**src/logic/csr_pkg.sv**
```systemverilog
// Package for the core status and option register pair.
// Assumes one system clock and a synchronous active-high reset.
package csr_pkg;
    // Status register bit positions.
    localparam int STAT_CARRY = 0;
    localparam int STAT_DIGIT_CARRY = 1;
    localparam int STAT_ZERO = 2;
    localparam int STAT_POWERDOWN = 3;
    localparam int STAT_TIMEOUT = 4;
    localparam int STAT_PAGE = 5;
    localparam int STAT_CMP_WAKE = 6;
    localparam int STAT_PIN_WAKE = 7;
    // Option register bit positions.
    localparam int OPT_RATE_LSB = 0;
    localparam int OPT_ASSIGN = 3;
    localparam int OPT_EDGE = 4;
    localparam int OPT_SOURCE = 5;
    localparam int OPT_PULLUP_DIS = 6;
    localparam int OPT_WAKE_DIS = 7;
    // Reset values.
    localparam logic [7:0] OPTION_RESET = 8'hFF;
    localparam logic [7:0] STATUS_POR = 8'h18;
    localparam logic [7:0] STATUS_FLAG_MASK = 8'h07;
    localparam logic [7:0] STATUS_TOPD_MASK = 8'h18;
    localparam logic [7:0] STATUS_UPPER_MASK = 8'hE0;
    // Program page bases.
    localparam logic [9:0] PAGE0_BASE = 10'h000;
    localparam logic [9:0] PAGE1_BASE = 10'h200;
    // Number of port pins covered by wake and pull-up gating.
    localparam int NUM_PINS = 6;
    // Index of the timer clock pin within the port.
    localparam int TIMER_PIN = 2;
    // Reset causes reported to the block.
    typedef enum logic [1:0] {
        CSR_RST_POWER_UP,
        CSR_RST_PIN_WAKE,
        CSR_RST_CMP_WAKE,
        CSR_RST_OTHER
    } csr_cause_e;
    // Arithmetic operation kinds driving the flags.
    typedef enum logic [2:0] {
        CSR_OP_NONE,
        CSR_OP_ADD,
        CSR_OP_SUB,
        CSR_OP_ROT_RIGHT,
        CSR_OP_ROT_LEFT,
        CSR_OP_LOGIC,
        CSR_OP_CLEAR
    } csr_op_e;
endpackage

```
**src/logic/csr_alu_flags.sv**
```systemverilog
// Flag computation for arithmetic, logic, rotate and clear results.
// Assumes operands are stable in the cycle the operation is presented.
`timescale 1ns/1ns
module csr_alu_flags
    import csr_pkg::*;
(
    // Operation and operands.
    input wire csr_op_e op_i,
    input wire logic [7:0] file_i,
    input wire logic [7:0] work_i,
    input wire logic [7:0] logic_result_i,
    // Result and flags.
    output logic [7:0] result_o,
    output logic zero_o,
    output logic digit_carry_o,
    output logic carry_o,
    output logic zero_valid_o,
    output logic carry_valid_o,
    output logic digit_valid_o
);
    logic [8:0] sum_full;
    logic [4:0] sum_low;
    logic [8:0] diff_full;
    logic [4:0] diff_low;

    // Subtract is file minus work; carry out of a two's complement add means no borrow.
    assign sum_full = {1'b0, file_i} + {1'b0, work_i};
    assign sum_low = {1'b0, file_i[3:0]} + {1'b0, work_i[3:0]};
    assign diff_full = {1'b0, file_i} + {1'b0, ~work_i} + 9'h001;
    assign diff_low = {1'b0, file_i[3:0]} + {1'b0, ~work_i[3:0]} + 5'h01;

    // Select result and flags per operation.
    always_comb begin
        result_o = logic_result_i;
        digit_carry_o = 1'b0;
        carry_o = 1'b0;
        zero_valid_o = 1'b0;
        carry_valid_o = 1'b0;
        digit_valid_o = 1'b0;
        case (op_i)
            CSR_OP_ADD: begin
                result_o = sum_full[7:0];
                carry_o = sum_full[8];
                digit_carry_o = sum_low[4];
                zero_valid_o = 1'b1;
                carry_valid_o = 1'b1;
                digit_valid_o = 1'b1;
            end
            CSR_OP_SUB: begin
                result_o = diff_full[7:0];
                carry_o = diff_full[8];
                digit_carry_o = diff_low[4];
                zero_valid_o = 1'b1;
                carry_valid_o = 1'b1;
                digit_valid_o = 1'b1;
            end
            CSR_OP_ROT_RIGHT: begin
                result_o = {1'b0, file_i[7:1]};
                carry_o = file_i[0];
                carry_valid_o = 1'b1;
            end
            CSR_OP_ROT_LEFT: begin
                result_o = {file_i[6:0], 1'b0};
                carry_o = file_i[7];
                carry_valid_o = 1'b1;
            end
            CSR_OP_LOGIC: begin
                zero_valid_o = 1'b1;
            end
            CSR_OP_CLEAR: begin
                result_o = 8'h00;
                zero_valid_o = 1'b1;
            end
            default: begin
                result_o = logic_result_i;
            end
        endcase
    end

    // Zero flag follows the selected result.
    assign zero_o = (result_o == 8'h00);
endmodule

```
**src/logic/csr_core_regs.sv**
```systemverilog
// Contract
// - Flag-updating instructions targeting status keep computed flags, not written data.
// - Instruction writes to time-out and power-down flags are ignored.
// - Clear-file on status clears upper three bits and sets zero.
// - Status bit 7 set on pin-change wake reset, cleared otherwise.
// - Status bit 6 set on comparator wake reset, cleared otherwise.
// - Status bit 5 selects program page; value as printed (code maps one to PAGE0_BASE and zero to PAGE1_BASE).
// - Time-out flag set by power-up, watchdog clear, sleep; cleared by time-out.
// - Power-down flag set by power-up or watchdog clear; cleared by sleep.
// - Zero flag set when result is zero, cleared otherwise.
// - Digit carry reflects carry, or no borrow, out of bit 3.
// - Carry reflects add carry, subtract no-borrow, or rotated-out bit.
// - Option register is write-only, loaded from working register by option instruction.
// - Every reset sets all option bits to one.
// - Output-direction pins lose wake-on-change and weak pull-up.
// - Option bit 7 low enables wake on pin change.
// - Option bit 6 low enables weak pull-ups.
// - Option bit 5 selects external pin or instruction clock for the timer.
// - External timer source overrides pin direction on the timer clock pin.
// - Option bit 4 selects falling edge when one, rising when zero.
// - Option bit 3 routes prescaler to watchdog when one, timer when zero.
// - Prescale code n gives timer 2^(n+1), watchdog 2^n (code seven shows the timer value as zero).
//
// Core status and option registers of a small 8-bit controller core.
// Assumes the core presents one instruction effect per cycle and that
// reset causes arrive with the reset pulse.
`timescale 1ns/1ns
module csr_core_regs
    import csr_pkg::*;
(
    // Clock and reset.
    input wire logic clk_sys_i,
    input wire logic reset_i,
    input wire csr_cause_e reset_cause_i,
    // File write from the core.
    input wire logic status_wr_i,
    input wire logic [7:0] wr_data_i,
    input wire csr_op_e op_i,
    input wire logic [7:0] file_i,
    input wire logic [7:0] work_i,
    input wire logic [7:0] logic_result_i,
    input wire logic flags_update_i,
    // Special instructions and events.
    input wire logic option_load_i,
    input wire logic watchdog_clear_instr_i,
    input wire logic sleep_instr_i,
    input wire logic watchdog_timeout_i,
    // Port direction and pin samples.
    input wire logic [NUM_PINS-1:0] pin_direction_i,
    input wire logic timer_ext_clock_pin_i,
    // Status and ALU result.
    output logic [7:0] core_status_o,
    output logic [7:0] alu_result_o,
    output logic [9:0] page_base_o,
    // Option-derived controls.
    output logic [NUM_PINS-1:0] pin_wake_enable_o,
    output logic [NUM_PINS-1:0] pin_pullup_enable_o,
    output logic [NUM_PINS-1:0] pin_direction_eff_o,
    output logic timer_tick_o,
    output logic prescaler_to_watchdog_o,
    output logic [7:0] timer_prescale_o,
    output logic [7:0] watchdog_prescale_o
);
    // Whole module state.
    typedef struct packed {
        logic [7:0] core_status;
        logic [7:0] timer_wake_options;
        logic pin_meta;
        logic pin_sync;
        logic pin_prev;
        logic tick;
    } csr_state_s;

    csr_state_s state_reg;
    csr_state_s state_next;
    logic [7:0] alu_result;
    logic zero_flag;
    logic digit_flag;
    logic carry_flag;
    logic zero_valid;
    logic carry_valid;
    logic digit_valid;
    logic [7:0] write_mask;
    logic [7:0] status_after_write;
    logic internal_tick;
    logic edge_seen;

    // Flag generation is shared with the instruction datapath.
    csr_alu_flags u_flags (
        .op_i(op_i),
        .file_i(file_i),
        .work_i(work_i),
        .logic_result_i(logic_result_i),
        .result_o(alu_result),
        .zero_o(zero_flag),
        .digit_carry_o(digit_flag),
        .carry_o(carry_flag),
        .zero_valid_o(zero_valid),
        .carry_valid_o(carry_valid),
        .digit_valid_o(digit_valid)
    );

    // Instruction cycle tick toggles every clock; a simple stand-in for the core's phase.
    assign internal_tick = state_reg.tick;

    // Edge on the synchronised timer pin, polarity chosen by the edge select.
    always_comb begin
        if (state_reg.timer_wake_options[OPT_EDGE]) begin
            edge_seen = state_reg.pin_prev & ~state_reg.pin_sync;
        end else begin
            edge_seen = ~state_reg.pin_prev & state_reg.pin_sync;
        end
    end

    // Bits that a write may touch: flags are protected when the instruction computes them.
    always_comb begin
        write_mask = ~STATUS_TOPD_MASK;
        if (flags_update_i) begin
            write_mask = write_mask & ~STATUS_FLAG_MASK;
        end
    end

    // Plain data write merged under the mask.
    assign status_after_write = (state_reg.core_status & ~write_mask)
        | (wr_data_i & write_mask);

    // Next-state logic for all registers.
    always_comb begin
        state_next = state_reg;
        state_next.tick = ~state_reg.tick;
        // The first flop only feeds the second.
        state_next.pin_meta = timer_ext_clock_pin_i;
        state_next.pin_sync = state_reg.pin_meta;
        state_next.pin_prev = state_reg.pin_sync;
        if (reset_i) begin
            state_next.timer_wake_options = OPTION_RESET;
            state_next.core_status = state_reg.core_status;
            state_next.core_status[STAT_PAGE] = 1'b0;
            state_next.core_status[STAT_PIN_WAKE] =
                (reset_cause_i == CSR_RST_PIN_WAKE);
            state_next.core_status[STAT_CMP_WAKE] =
                (reset_cause_i == CSR_RST_CMP_WAKE);
            if (reset_cause_i == CSR_RST_POWER_UP) begin
                state_next.core_status = STATUS_POR;
            end
            state_next.tick = 1'b0;
            state_next.pin_meta = 1'b0;
            state_next.pin_sync = 1'b0;
            state_next.pin_prev = 1'b0;
        end else begin
            // Computed flags land first; a write to status then overrides unmasked bits.
            if (zero_valid) begin
                state_next.core_status[STAT_ZERO] = zero_flag;
            end
            if (digit_valid) begin
                state_next.core_status[STAT_DIGIT_CARRY] = digit_flag;
            end
            if (carry_valid) begin
                state_next.core_status[STAT_CARRY] = carry_flag;
            end
            if (status_wr_i) begin
                if (op_i == CSR_OP_CLEAR) begin
                    // Upper bits cleared, zero set, the rest kept.
                    state_next.core_status =
                        (state_reg.core_status & ~STATUS_UPPER_MASK);
                    state_next.core_status[STAT_ZERO] = 1'b1;
                end else begin
                    state_next.core_status = (status_after_write & write_mask)
                        | (state_next.core_status & ~write_mask);
                end
            end
            // Hardware events own time-out and power-down; time-out has priority over clear.
            if (watchdog_clear_instr_i) begin
                state_next.core_status[STAT_TIMEOUT] = 1'b1;
                state_next.core_status[STAT_POWERDOWN] = 1'b1;
            end
            if (sleep_instr_i) begin
                state_next.core_status[STAT_TIMEOUT] = 1'b1;
                state_next.core_status[STAT_POWERDOWN] = 1'b0;
            end
            if (watchdog_timeout_i) begin
                state_next.core_status[STAT_TIMEOUT] = 1'b0;
            end
            if (option_load_i) begin
                state_next.timer_wake_options = work_i;
            end
        end
    end

    // State register.
    always_ff @(posedge clk_sys_i) begin
        state_reg <= state_next;
    end

    // Per-pin gating of wake and pull-up by direction and option bits.
    genvar g;
    generate
        for (g = 0; g < NUM_PINS; g++) begin : g_pin
            if (g == TIMER_PIN) begin : g_timer
                // External source forces the pin to an input.
                assign pin_direction_eff_o[g] = pin_direction_i[g]
                    | state_reg.timer_wake_options[OPT_SOURCE];
            end else begin : g_plain
                assign pin_direction_eff_o[g] = pin_direction_i[g];
            end
            assign pin_wake_enable_o[g] = pin_direction_eff_o[g]
                & ~state_reg.timer_wake_options[OPT_WAKE_DIS];
            assign pin_pullup_enable_o[g] = pin_direction_eff_o[g]
                & ~state_reg.timer_wake_options[OPT_PULLUP_DIS];
        end
    endgenerate

    // Timer clock source: external edge or instruction clock.
    assign timer_tick_o = state_reg.timer_wake_options[OPT_SOURCE]
        ? edge_seen : internal_tick;

    // Prescaler routing and ratio, shown as one-hot divide values.
    assign prescaler_to_watchdog_o = state_reg.timer_wake_options[OPT_ASSIGN];
    // Code seven means 1:256, which falls out of eight bits and reads as zero.
    assign timer_prescale_o = 8'(9'h002
        << state_reg.timer_wake_options[OPT_RATE_LSB +: 3]);
    assign watchdog_prescale_o = 8'h01
        << state_reg.timer_wake_options[OPT_RATE_LSB +: 3];

    // Status reads and page base.
    assign core_status_o = state_reg.core_status;
    assign alu_result_o = alu_result;
    assign page_base_o = state_reg.core_status[STAT_PAGE] ? PAGE0_BASE : PAGE1_BASE;
endmodule

```
**config.mk**
```make
export PLATFORM = sky130hd
export DESIGN_NAME = csr_core_regs
export DESIGN_NICKNAME = d
export VERILOG_FILES = /design/src/logic/csr_pkg.sv /design/src/logic/csr_alu_flags.sv /design/src/logic/csr_core_regs.sv
export SDC_FILE = /design/constraint.sdc
export NUM_CORES = 1
export LEC_CHECK = 0
export BUFFER_PORTS_ARGS = -buffer_cell sky130_fd_sc_hd__buf_2
export CORE_ASPECT_RATIO = 1.2
export CORE_MARGIN = 3
export CORE_UTILIZATION = 35
export DETAILED_ROUTE_END_ITERATION = 12
export PLACE_DENSITY = 0.64
export RECOVER_POWER = 25
export SLEW_MARGIN = 5
export SYNTH_ARGS = -nofsm -noshare
export SYNTH_HDL_FRONTEND = slang
export SYNTH_SLANG_ARGS = --single-unit
```
**constraint.sdc**
```tcl
create_clock -name clk_sys_i -period 3.93 [get_ports clk_sys_i]
set_clock_uncertainty 0.2 [all_clocks]
set_input_delay 0.393 -clock clk_sys_i [delete_from_list [all_inputs] [get_ports clk_sys_i]]
set_output_delay 0.393 -clock clk_sys_i [all_outputs]
set_load 0.01 [all_outputs]
```
# After elaboration in Yosys (flattened, before gate mapping)
# Cells that the tools add are included.
# word_totals
reg_bits,20
output_inout_bits,62
wordCells,94
input_bits,52
# op_classes
shifts,2
n_eq_ne,12
n_addsub,6
bitwise,29
n_reduce_logical,11
muxes,24
# op_table
operator,count
$pmux 8 s5,1
$and 8x8->8,4
$mux 8,4
$add 8x8->9,2
$mux 16,1
$not 8->8,2
$or 8x8->8,2
$and 1x1->1,14
$mux 1,12
$add 4x4->5,2
$mux 10,1
$add 9x1->9 const B,1
$eq 3x3->1 const B,3
$logic_not 8->1,1
$reduce_or 4->1,2
$shl 1x3->8 const A,1
$shl 2x3->8 const A,1
$eq 3x2->1 const B,2
$reduce_and 3->1,2
$add 5x1->5 const B,1
$ne 5x5->1 const B,1
$not 1->1,5
$reduce_bool 5->1,1
$mux 2,2
16 further kinds,16

# Depth between registers and ports, before layout
# Gate-level depths: netlist (run 1).
# logic_depth
word_depth,15
depth_mapped,10
depth_no_buf,10

# Cells and area by module
# Synthesis (run 1) repeated with hierarchy kept, for this count alone.
# unflattened
hier_cells,314
hier_area_um2,2428.6
# by_module_without_submodules
module,cells_per_inst,area_per_inst_um2,seq_area_each_um2,instances
csr_core_regs,140,1267.5,480.5,1
csr_alu_flags,174,1161.1,0.0,1

# Least setup slack after synthesis (run 1)
# Ideal clock, no wire load.
# synth_path
kind,input to register
start,input file_i[0]
end,register state_reg (netlist bit core_status_o[2]) (data pin)
setup_ns,0.180
arrival_ns,2.363
path_buffers,0
setup_slack_ns,1.187
path_stages,8
t_required_ns,3.550
path_cell_list,ha_1 > fa_1 > nor2b_1 > o311ai_1 > nand2_1 > a311o_1 > o22a_1 > o41ai_2
# synth_lines
item,line,source
start: declaration,csr_core_regs.sv:39,"input wire logic [7:0] file_i,"
end signal: assignment,csr_core_regs.sv:192,state_reg <= state_next;
end: declaration,csr_core_regs.sv:74,csr_state_s state_reg;

# Final worst setup path (run 1)
# layout_path
start,input work_i[1]
end,output alu_result_o[7]
# layout_between
elab_chain_len,4
word_cells_on_any_way,5
classes_between,add/sub (3); mux (1); bitwise (1)
# layout_rtl
item,line,source
start: declaration,csr_core_regs.sv:40,"input wire logic [7:0] work_i,"
$not 8->8,csr_alu_flags.sv:29,"assign diff_full = {1'b0, file_i} + {1'b0, ~work_i} + 9'h001;"
$add 8x8->9,csr_alu_flags.sv:29,
$add 9x1->9,csr_alu_flags.sv:29,
$pmux 8 s5 *,csr_alu_flags.sv:40,case (op_i)
end: declaration,csr_core_regs.sv:53,"output logic [7:0] alu_result_o,"
# Mark *: on every way between the ends. The rest lies on a longest branch, timed or not.

==> impl_metrics.csv, run 1 <==
group,metric,value,unit
run,maxCapViolCount,0,
power_and_ir_drop,power_density,242,nW/um^2
placed_design,post-dp-hpwl,5.89,mm
route,drcViolationCount,0,
layout,area_growth,15.6,%
route,dr.pass1.iters,4,
layout,final_cell_mix,"95 x buf_2, 31 x nor2b_1, 25 x inv_1",
layout,register_area,480,sq um
yosys,synth_seq_cells,20,
power_and_ir_drop,seqPwrFrac,0.354,
route,drt_wl_total,7.38,mm
route,final_antenna_net_count,0,
global_route,grt_pass1_vias,2359,
status,status,"finished, final reports clean",
setup_path,worst-path-buf-inv,3,
yosys,synth_edf_count,8,
sta,period_needed,3180,ps
route,num_vias,2573,
power_and_ir_drop,switchingPower,251,uW
cts,clockRootBuffer,"clkbuf_8",
placed_design,place.gp.congestion,0.940,
yosys,ys_seq_area_frac,0.193,
power_and_ir_drop,intPower,447,uW
floorplan,fp.dieW,83.0,microns
sta,maxSlewHeadroom,0.402,
sta,fmax,314,MHz
yosys,synthXorXnorAreaFrac,0.00351,
setup_path,path_delay_family,"compound AO/OA/AOI/OAI gates",
global_route,busiest_layer,"met2",
route,drtIter0Drc,128,
global_route,met2_usage,0.290,
yosys,syn_inst,323,
route,vias_per_cell,5.39,
setup_path,critPathMaxStageDelay,490,ps
setup_path,reg2reg_from,"core_status_o[2]",
layout,n_fill_cell,730,
worst_hold_path,hold_depth,2,
cts,cts_tree,"yes",
floorplan,start_util,0.364,
cts,clk-insertion-delay-late,250,ps
sta,rsz0062_at_grt,"false",
setup_path,r2r_end,"core_status_o[2]",
floorplan,die_h,98.4,microns
power_and_ir_drop,clkPwrFrac,0.217,
cts,post_cts_buffers,0,
layout,largest_reg_flops,10,
yosys,synthFlopType,"dfxtp_1",
floorplan,rows,33,
sta,setup-tns-final,0,ps
global_route,grtUsageMet1,0.228,
cts,cts_hold_buf,0,
layout,nets,461,
power_and_ir_drop,power,698,uW
global_route,grt_antenna_before_repair,0,
setup_path,crit_slowest_cell,"a221oi_1",
worst_hold_path,hp-start,"timer_ext_clock_pin_i",
yosys,synth.avg_cell_area,7.72,sq um
setup_path,arrival,2590,ps
route,avgRoutedWirePerCell,15.5,microns
setup_path,reg2regPathDepth,4,
layout,multiInputGateArea,1630,sq um
global_route,grtUsageMet3,0.0209,
yosys,muxShareOfSynthArea,0.00402,
yosys,syn_area,2490,sq um
setup_path,cp.required,3340,ps
worst_hold_path,min_to,"state_reg[3]",
floorplan,num_io_pins,114,
placed_design,placed_cells,473,
yosys,synth_simple_gate_area_frac,0.244,
cts,numCtsBuffers,3,
setup_path,crit_top_cell,"buf_2",
floorplan,dieArea,8170,sq um
power_and_ir_drop,power_frac_comb,0.429,
yosys,yosysUniqueCellTypes,65,
sta,final_hold_viol_count,0,
setup_path,worst-setup-path-type,"primary input to primary output",
layout,fin_cells,477,
setup_path,end_kind,"primary output",
cts,post_cts_resized,0,
cts,cts.clk_slew.worst_paths,70,ps
global_route,track_usage,0.172,
sta,final_max_slew_viol_count,0,
power_and_ir_drop,power_switching_share,0.359,
cts,cts.sinks,20,
sta,worst_pin_slew,898,ps
power_and_ir_drop,ir_drop,0.000160,V
yosys,synth_top_family_by_area,"compound AO/OA/AOI/OAI gates",
placed_design,port_buffers,101,
global_route,overflow,0,
floorplan,fp.coreArea,6850,sq um
setup_path,crit_chain,"buf_2 > inv_1 > ha_1 > nand2b_1 > a221oi_1 > o221ai_1 > and3_1 > o31ai_1 > buf_2",
setup_path,cp-start-kind,"primary input",
layout,drive_above_1_share,0.272,
global_route,grt_max_degree,32,
cts,cts.path.max_buffers,2,
yosys,synthAdderAreaFrac,0.0964,
layout,final_common_cell,"buf_2",
layout,antenna_cells,0,
sta,fin_crit_sh,0.810,
yosys,synth_compound_area_frac,0.291,
setup_path,critical_path_peak_fanout,4,
setup_path,r2r_slack,2310,ps
yosys,async_flop_share,0,
sta,setup_violations,0,
global_route,grt_pass1_wl,11.7,mm
power_and_ir_drop,p_leak,0.00137,uW
worst_hold_path,holdCritPathClass,"primary input to flip-flop",
yosys,synth_warnings,0,
cts,htreeDepth,1,
[metal layers]
metal  vias to the layer above  wire length, microns
met1                      1199                  3220
met5                         -                     0
li1                       1262                     -
met4                         0                   104
met2                       102                  3620
met3                        10                   442
[power groups by stage]
| stage | registers, uW | clock network (uW) | logic [uW] |
|---|---|---|---|
| 5_1_grt | 250 | 164 | 330 |
| 4_1_cts | 247 | 156 | 300 |
| 6_report | 247 | 151 | 299 |
| 3_3_place_gp | 252 | 0 | 295 |
| 2_1_floorplan | 246 | 0 | 218 |
| 3_5_place_dp | 252 | 0 | 299 |
[how the worst max path moves through the flow]
stage	start	endpoint	slack [ps]	cells after the start
final	work_i[1]	alu_result_o[7]	750	9
after global routing	work_i[1]	alu_result_o[7]	510	9
after CTS	work_i[1]	alu_result_o[7]	720	9
after detailed placement	work_i[1]	alu_result_o[7]	720	9
after global placement	file_i[0]	core_status_o[2]	750	9
after floorplan	file_i[0]	core_status_o[2]	1190	8
[cell usage after synthesis (5+ instances only)]
master | number | area [sq um]
a211o_1 | 9 | 78.8
a21o_1 | 6 | 45.0
a21oi_1 | 21 | 105
a31oi_1 | 5 | 31.3
buf_2 | 8 | 40.0
buf_4 | 30 | 225
clkbuf_1 | 9 | 33.8
dfxtp_1 | 12 | 240
edfxtp_1 | 8 | 240
ha_1 | 16 | 200
inv_1 | 25 | 93.8
nand2_1 | 11 | 41.3
nand2b_1 | 7 | 43.8
nand3_1 | 7 | 35.0
nor2_1 | 21 | 78.8
nor2b_1 | 31 | 194
nor3_1 | 6 | 30.0
o21ai_0 | 14 | 70.1
[final cells by class]
| class | count | area share |
|---|---|---|
| inverters | 25 | 0.0326 |
| multi-input cells | 238 | 0.566 |
| well taps | 87 | 0.0378 |
| flip-flops and latches | 20 | 0.167 |
| repair buffers | 103 | 0.178 |
| clock buffers | 4 | 0.0191 |
[stage by stage]
| step | cell area (sq um) | util | hold WS [ps] | setup WS, ps |
|---|---|---|---|---|
| 3_3_place_gp | 2830 | 0.413 | 198 | 751 |
| 3_5_place_dp | 2830 | 0.413 | 204 | 724 |
| 5_1_grt | 2880 | 0.420 | 183 | 511 |
| 4_1_cts | 2890 | 0.422 | 181 | 717 |
| 2_1_floorplan | 2530 | - | 186 | 1190 |
| 6_report | 2880 | 0.420 | 177 | 745 |
[cells by family (layout without fill, tap and decap cells)]
group / count (synthesis) / in the layout
adders and majority gates: 18 / 18
xor gates and xnor gates: 1 / 1
other: 1 / 10
muxes: 1 / 1
AOI/OAI and AO/OA: 101 / 101
buffers and inverters: 74 / 132
DFF: 20 / 20
and+or+nand+nor: 107 / 107
[worst register-to-register path: stages, from the launching register on]
cell and delay, ps:
edfxtp_1 420, a22o_1 260, a222oi_1 180, nand2b_1 190, o41ai_2 110
No activity file was read; power rests on OpenSTA's default activity.
==> run 2: changes to the inputs <==
==> constraint.sdc (replaced) <==
create_clock -name clk_sys_i -period 3.2 [get_ports clk_sys_i]
set_clock_uncertainty 0.2 [all_clocks]
set_input_delay 0.32 -clock clk_sys_i [delete_from_list [all_inputs] [get_ports clk_sys_i]]
set_output_delay 0.32 -clock clk_sys_i [all_outputs]
set_load 0.01 [all_outputs]
==> impl_metrics.csv, run 2 (synthesis results as in run 1) <==
group,metric,value,unit
route,num_vias,2567,
sta,final_max_slew_viol_count,0,
global_route,grt_pass1_wl,11.6,mm
layout,antenna_cells,0,
floorplan,fp.coreArea,6850,sq um
status,status,"finished, final reports clean",
route,drtIter0Drc,155,
layout,nets,463,
setup_path,cp.required,2680,ps
floorplan,dieArea,8170,sq um
sta,period_needed,2950,ps
layout,final_cell_mix,"95 x buf_2, 31 x nor2b_1, 25 x inv_1",
floorplan,num_io_pins,114,
setup_path,cp-start-kind,"primary input",
route,vias_per_cell,5.36,
layout,area_growth,16.1,%
global_route,grt_pass1_vias,2417,
sta,fmax,339,MHz
sta,final_hold_viol_count,0,
setup_path,critPathLaunch,"file_i[0]",
power_and_ir_drop,p_leak,0.00137,uW
sta,setup-tns-final,0,ps
power_and_ir_drop,power,840,uW
global_route,track_usage,0.170,
layout,drive_above_1_share,0.276,
cts,cts.path.max_buffers,2,
sta,worst_pin_slew,864,ps
sta,fin_crit_sh,0.922,
sta,hold_ws,88.3,ps
worst_hold_path,hp-start,"timer_ext_clock_pin_i",
placed_design,port_buffers,101,
cts,htreeDepth,1,
setup_path,reg2reg_from,"core_status_o[2]",
placed_design,post-dp-hpwl,5.91,mm
route,drt_wl_total,7.28,mm
route,dr.pass1.iters,5,
sta,maxSlewHeadroom,0.424,
route,drcViolationCount,0,
setup_path,critical_path_peak_fanout,3,
floorplan,rows,33,
layout,final_cell_area,2890,sq um
floorplan,fp.dieW,83.0,microns
global_route,grt_max_degree,24,
floorplan,start_util,0.364,
global_route,overflow,0,
worst_hold_path,holdCritPathClass,"primary input to flip-flop",
cts,cts_tree,"yes",
setup_path,arrival,2430,ps
cts,post_cts_buffers,0,
cts,clk-insertion-delay-late,250,ps
layout,final_common_cell,"buf_2",
run,maxCapViolCount,0,
route,avgRoutedWirePerCell,15.2,microns
placed_design,dp_slack,122,ps
route,final_antenna_net_count,0,
cts,numCtsBuffers,3,
placed_design,place.gp.congestion,0.894,
layout,n_fill_cell,722,
floorplan,die_h,98.4,microns
power_and_ir_drop,ir_drop,0.000171,V
sta,setup_violations,0,
layout,largest_reg_flops,10,
sta,rsz0062_at_grt,"false",
placed_design,placed_cell_area,2850,sq um
sta,setup_ws,249,ps
cts,cts.sinks,20,
setup_path,end_kind,"primary output",
cts,clockRootBuffer,"clkbuf_8",
cts,cts.clk_slew.worst_paths,70,ps
setup_path,worst-setup-path-type,"primary input to primary output",
global_route,grt_antenna_before_repair,0,
power_and_ir_drop,power_density,291,nW/um^2
run 2: changes by cell type in the layout (fill, tap and decap cells not counted):
cell,previous run,this run
clkbuf_1,6,7
clkbuf_8,4,3
a221oi_1,3,2
buf_4,2,4
a221oi_2,0,1
run 2: worst paths after layout:
| check | end | slack (ps) | cells after the start |
|---|---|---|---|
| setup reg to reg | core_status_o[2] | 1570 | 4 |
| setup / recovery | alu_result_o[6] | 250 | 9 |
| hold / removal | state_reg[3] | 90 | 2 |
| hold reg to reg | internal_tick | 210 | 1 |
run 2: per-layer routing:
metal | global-route usage | up-vias | share of wire
met4 | 0.0478 | 0 | 0.014
met1 | 0.212 | 1200 | 0.43
met5 | 0 | - | 0
li1 | - | 1266 | -
met3 | 0.0343 | 10 | 0.067
met2 | 0.298 | 91 | 0.49
run 2: per-stage QoR:
stage | std cells | util
finish | 479 | 0.422
detailed placement | 475 | 0.416
global route | 479 | 0.422
global placement | 475 | 0.416
CTS | 479 | 0.422
floorplan | 332 | -
run 2: worst max-delay path, cell delays in order:
cell and delay [ps]:
buf_2 120, ha_1 230, fa_1 380, nor2b_1 170, o311ai_1 350, nand2_1 130, a311o_1 370, o22a_1 210
buf_2 160
run 2: timing repair:
action	4_1_cts	5_1_grt
hold buffers	0	0
endpoints found under the setup margin	0	1
resized for setup	0	1
run 2: cell type report:
| type | instances | area (sq um) | area share |
|---|---|---|---|
| multi-input combinational | 238 | 1640 | 0.566 |
| timing repair buffer | 105 | 528 | 0.183 |
| sequential | 20 | 480 | 0.166 |
| tap | 87 | 109 | 0.0376 |
| inverter | 25 | 93.8 | 0.0324 |
| clock buffer | 4 | 45.0 | 0.0156 |
run 2: power breakdown:
group / internal (uW) / switching, uW / total [uW]
registers: 288 / 16.4 / 304
logic: 154 / 216 / 370
clock network: 88.4 / 78.0 / 166
total: 530 / 310 / 840
==> run 3: changes to the inputs <==
--- a/config.mk
+++ b/config.mk
@@ -15,4 +15,5 @@
 export SLEW_MARGIN = 5
 export SYNTH_ARGS = -nofsm -noshare
 export SYNTH_HDL_FRONTEND = slang
+export SYNTH_HIERARCHICAL = 1
 export SYNTH_SLANG_ARGS = --single-unit
==> impl_metrics.csv, run 3 <==
group,metric,value,unit
yosys,yosysMostFrequentCell,"buf_4",
floorplan,num_io_pins,114,
yosys,ys_seq_area_frac,0.198,
cts,cts_hold_buf,0,
cts,cts.clk_slew.worst_paths,70,ps
yosys,yosysUniqueCellTypes,55,
yosys,muxShareOfSynthArea,0.0582,
cts,cts_tree,"yes",
global_route,overflow,0,
layout,largest_reg_flops,10,
cts,cts.path.max_buffers,2,
setup_path,path_delay_family,"compound AO/OA/AOI/OAI gates",
power_and_ir_drop,clkPwrFrac,0.192,
power_and_ir_drop,switchingPower,300,uW
power_and_ir_drop,ir_drop,0.000224,V
sta,setup_violations,0,
setup_path,end_kind,"flip-flop",
worst_hold_path,hp-start,"timer_ext_clock_pin_i",
placed_design,place.gp.congestion,0.941,
yosys,synthXorXnorAreaFrac,0.0252,
route,drcViolationCount,0,
global_route,grt_max_degree,22,
setup_path,reg2regPathDepth,2,
route,drt_wl_total,6.40,mm
placed_design,port_buffers,101,
placed_design,post-dp-hpwl,5.47,mm
layout,final_cell_mix,"97 x buf_2, 27 x nor2_1, 27 x nand2_1",
worst_hold_path,holdCritPathClass,"primary input to flip-flop",
run,maxCapViolCount,0,
power_and_ir_drop,power_frac_comb,0.453,
power_and_ir_drop,power_switching_share,0.355,
layout,area_growth,20.8,%
setup_path,arrival,2930,ps
global_route,track_usage,0.160,
route,num_vias,2376,
global_route,grt_pass1_vias,2286,
layout,antenna_cells,0,
setup_path,worst-setup-path-type,"primary input to flip-flop",
worst_hold_path,min_to,"state_reg[3]",
global_route,grt_antenna_before_repair,0,
yosys,async_flop_share,0,
layout,drive_above_1_share,0.335,
cts,post_cts_buffers,0,
floorplan,fp.dieW,82.0,microns
route,drtIter0Drc,136,
route,dr.pass1.iters,4,
sta,rsz0062_at_grt,"false",
setup_path,cp.required,3120,ps
cts,cts.sinks,20,
floorplan,die_h,97.3,microns
yosys,synth_edf_count,8,
route,final_antenna_net_count,0,
layout,fin_cells,485,
worst_hold_path,hold_depth,2,
global_route,grt_pass1_wl,10.4,mm
yosys,synth_top_area_frac,0.102,
yosys,synth.avg_cell_area,7.73,sq um
sta,final_hold_viol_count,0,
power_and_ir_drop,seqPwrFrac,0.355,
sta,final_max_slew_viol_count,0,
cts,clockRootBuffer,"clkbuf_8",
layout,final_common_cell,"buf_2",
setup_path,r2r_end,"core_status_o[2]",
yosys,synthAdderAreaFrac,0.0989,
power_and_ir_drop,power_density,288,nW/um^2
sta,fmax,333,MHz
cts,clk-insertion-delay-late,250,ps
setup_path,critPathMaxStageDelay,390,ps
setup_path,reg2reg_from,"core_status_o[2]",
setup_path,crit_slowest_cell,"fa_1",
power_and_ir_drop,p_leak,0.00149,uW
cts,htreeDepth,1,
yosys,yosys-top-cells-area,"buf_4 10%, dfxtp_1 9.9%, edfxtp_1 9.9%",
floorplan,dieArea,7980,sq um
layout,nets,471,
placed_design,placed_cells,481,
power_and_ir_drop,intPower,545,uW
yosys,syn_inst,314,
setup_path,r2r_slack,1860,ps
yosys,yosys.area.top_type,"buf_4",
yosys,synth_warnings,6,
floorplan,start_util,0.370,
sta,hold_ws,75.3,ps
status,status,"finished, final reports clean",
sta,fin_crit_sh,0.938,
yosys,synthTopCellsByCount,"33 x buf_4, 27 x nand2_1, 27 x nor2_1",
yosys,syn_area,2430,sq um
setup_path,worst-path-buf-inv,2,
yosys,synthFlopType,"dfxtp_1",
yosys,synth_compound_area_frac,0.216,
yosys,synth_seq_cells,20,
sta,maxSlewHeadroom,0.570,
floorplan,fp.coreArea,6570,sq um
setup_path,critical_path_peak_fanout,2,
setup_path,cp-start-kind,"primary input",
route,avgRoutedWirePerCell,13.2,microns
yosys,synth_simple_gate_area_frac,0.230,
yosys,synth_top_family_by_area,"simple AND/OR/NAND/NOR gates",
cts,numCtsBuffers,3,
sta,period_needed,3000,ps
floorplan,rows,32,
route,vias_per_cell,4.90,
sta,worst_pin_slew,646,ps
setup_path,crit_chain,"buf_2 > inv_1 > ha_1 > fa_1 > nand2b_1 > nor2b_1 > o41ai_2 > xnor2_1 > a221oi_2 > a21oi_2 > nor4_4 > mux2_2 > o221a_1",
==> run 3: cell types whose count changed after synthesis, moves of 6 or more <==
cell	previous run	this run
mux2i_1	1	13
a211o_1	9	0
nor2_1	21	27
nor2b_1	31	15
o21ai_1	0	6
nand2_1	11	27
clkbuf_1	9	1
==> run 3: cells by family (layout without fill, tap and decap cells) <==
kind of cell | count (synthesis) | in the layout
fa+ha+maj | 18 | 18
compound gates | 76 | 76
simple gates | 107 | 107
flops | 20 | 20
mux | 14 | 14
xor+xnor | 7 | 7
other cells | 1 | 10
buf+inv | 71 | 148
==> run 3: per-stage QoR <==
stage | setup slack (ps) | setup TNS [ps] | power [uW] | cell area (sq um) | utilization
2_1_floorplan | 214 | 0 | 573 | 2460 | -
3_3_place_gp | -53.2 | -53.2 | 683 | 2890 | 0.439
3_5_place_dp | -85.8 | -85.8 | 687 | 2890 | 0.439
4_1_cts | 165 | 0 | 852 | 2930 | 0.446
5_1_grt | 11.0 | 0 | 910 | 2930 | 0.447
6_report | 198 | 0 | 845 | 2930 | 0.447
==> run 3: worst max-delay path by stage <==
| stage | slack, ps | depth (start not counted) | startpoint | endpoint |
|---|---|---|---|---|
| 2_1_floorplan | 210 | 12 | file_i[0] | core_status_o[2] |
| 3_3_place_gp | -50 | 13 | file_i[0] | core_status_o[2] |
| 3_5_place_dp | -90 | 13 | file_i[0] | core_status_o[2] |
| 4_1_cts | 160 | 13 | file_i[0] | core_status_o[2] |
| 5_1_grt | 10 | 13 | work_i[0] | core_status_o[2] |
| 6_report | 200 | 13 | file_i[0] | core_status_o[2] |
==> run 3: worst register-to-register path, stage by stage, from the launching register on <==
cell      delay, ps
edfxtp_1        390
mux2_2          280
o221a_1         230
==> run 3: area by class of cell <==
type | count | area, sq um
Inverter | 25 | 93.8
Clock buffer | 4 | 45.0
Multi-Input combinational cell | 232 | 1570
Timing Repair Buffer | 119 | 636
Sequential cell | 20 | 480
Tap cell | 85 | 106
Fill cell | 699 | 3630
==> run 3: metal layers <==
| metal | part of all wire | GRT usage | routed length, microns | up-vias |
|---|---|---|---|---|
| li1 | - | - | - | 1221 |
| met2 | 0.50 | 0.270 | 3190 | 82 |
| met1 | 0.41 | 0.205 | 2600 | 1062 |
| met4 | 0.014 | 0.0448 | 89 | 0 |
| met5 | 0 | 0 | 0 | - |
| met3 | 0.081 | 0.0260 | 519 | 11 |
==> run 3: repair_timing <==
| action | 4_1_cts | 5_1_grt |
|---|---|---|
| endpoints found under the setup margin | 0 | 1 |
| endpoints found under the hold margin | 0 | 0 |
| resized for setup | 0 | 1 |
==> run 3: power by group through the flow <==
stage               combinational [uW]  sequential, uW  clock [uW]
floorplan                          274             299           0
global placement                   378             304           0
detailed placement                 382             305           0
CTS                                383             300         169
global route                       425             302         183
finish                             383             300         162
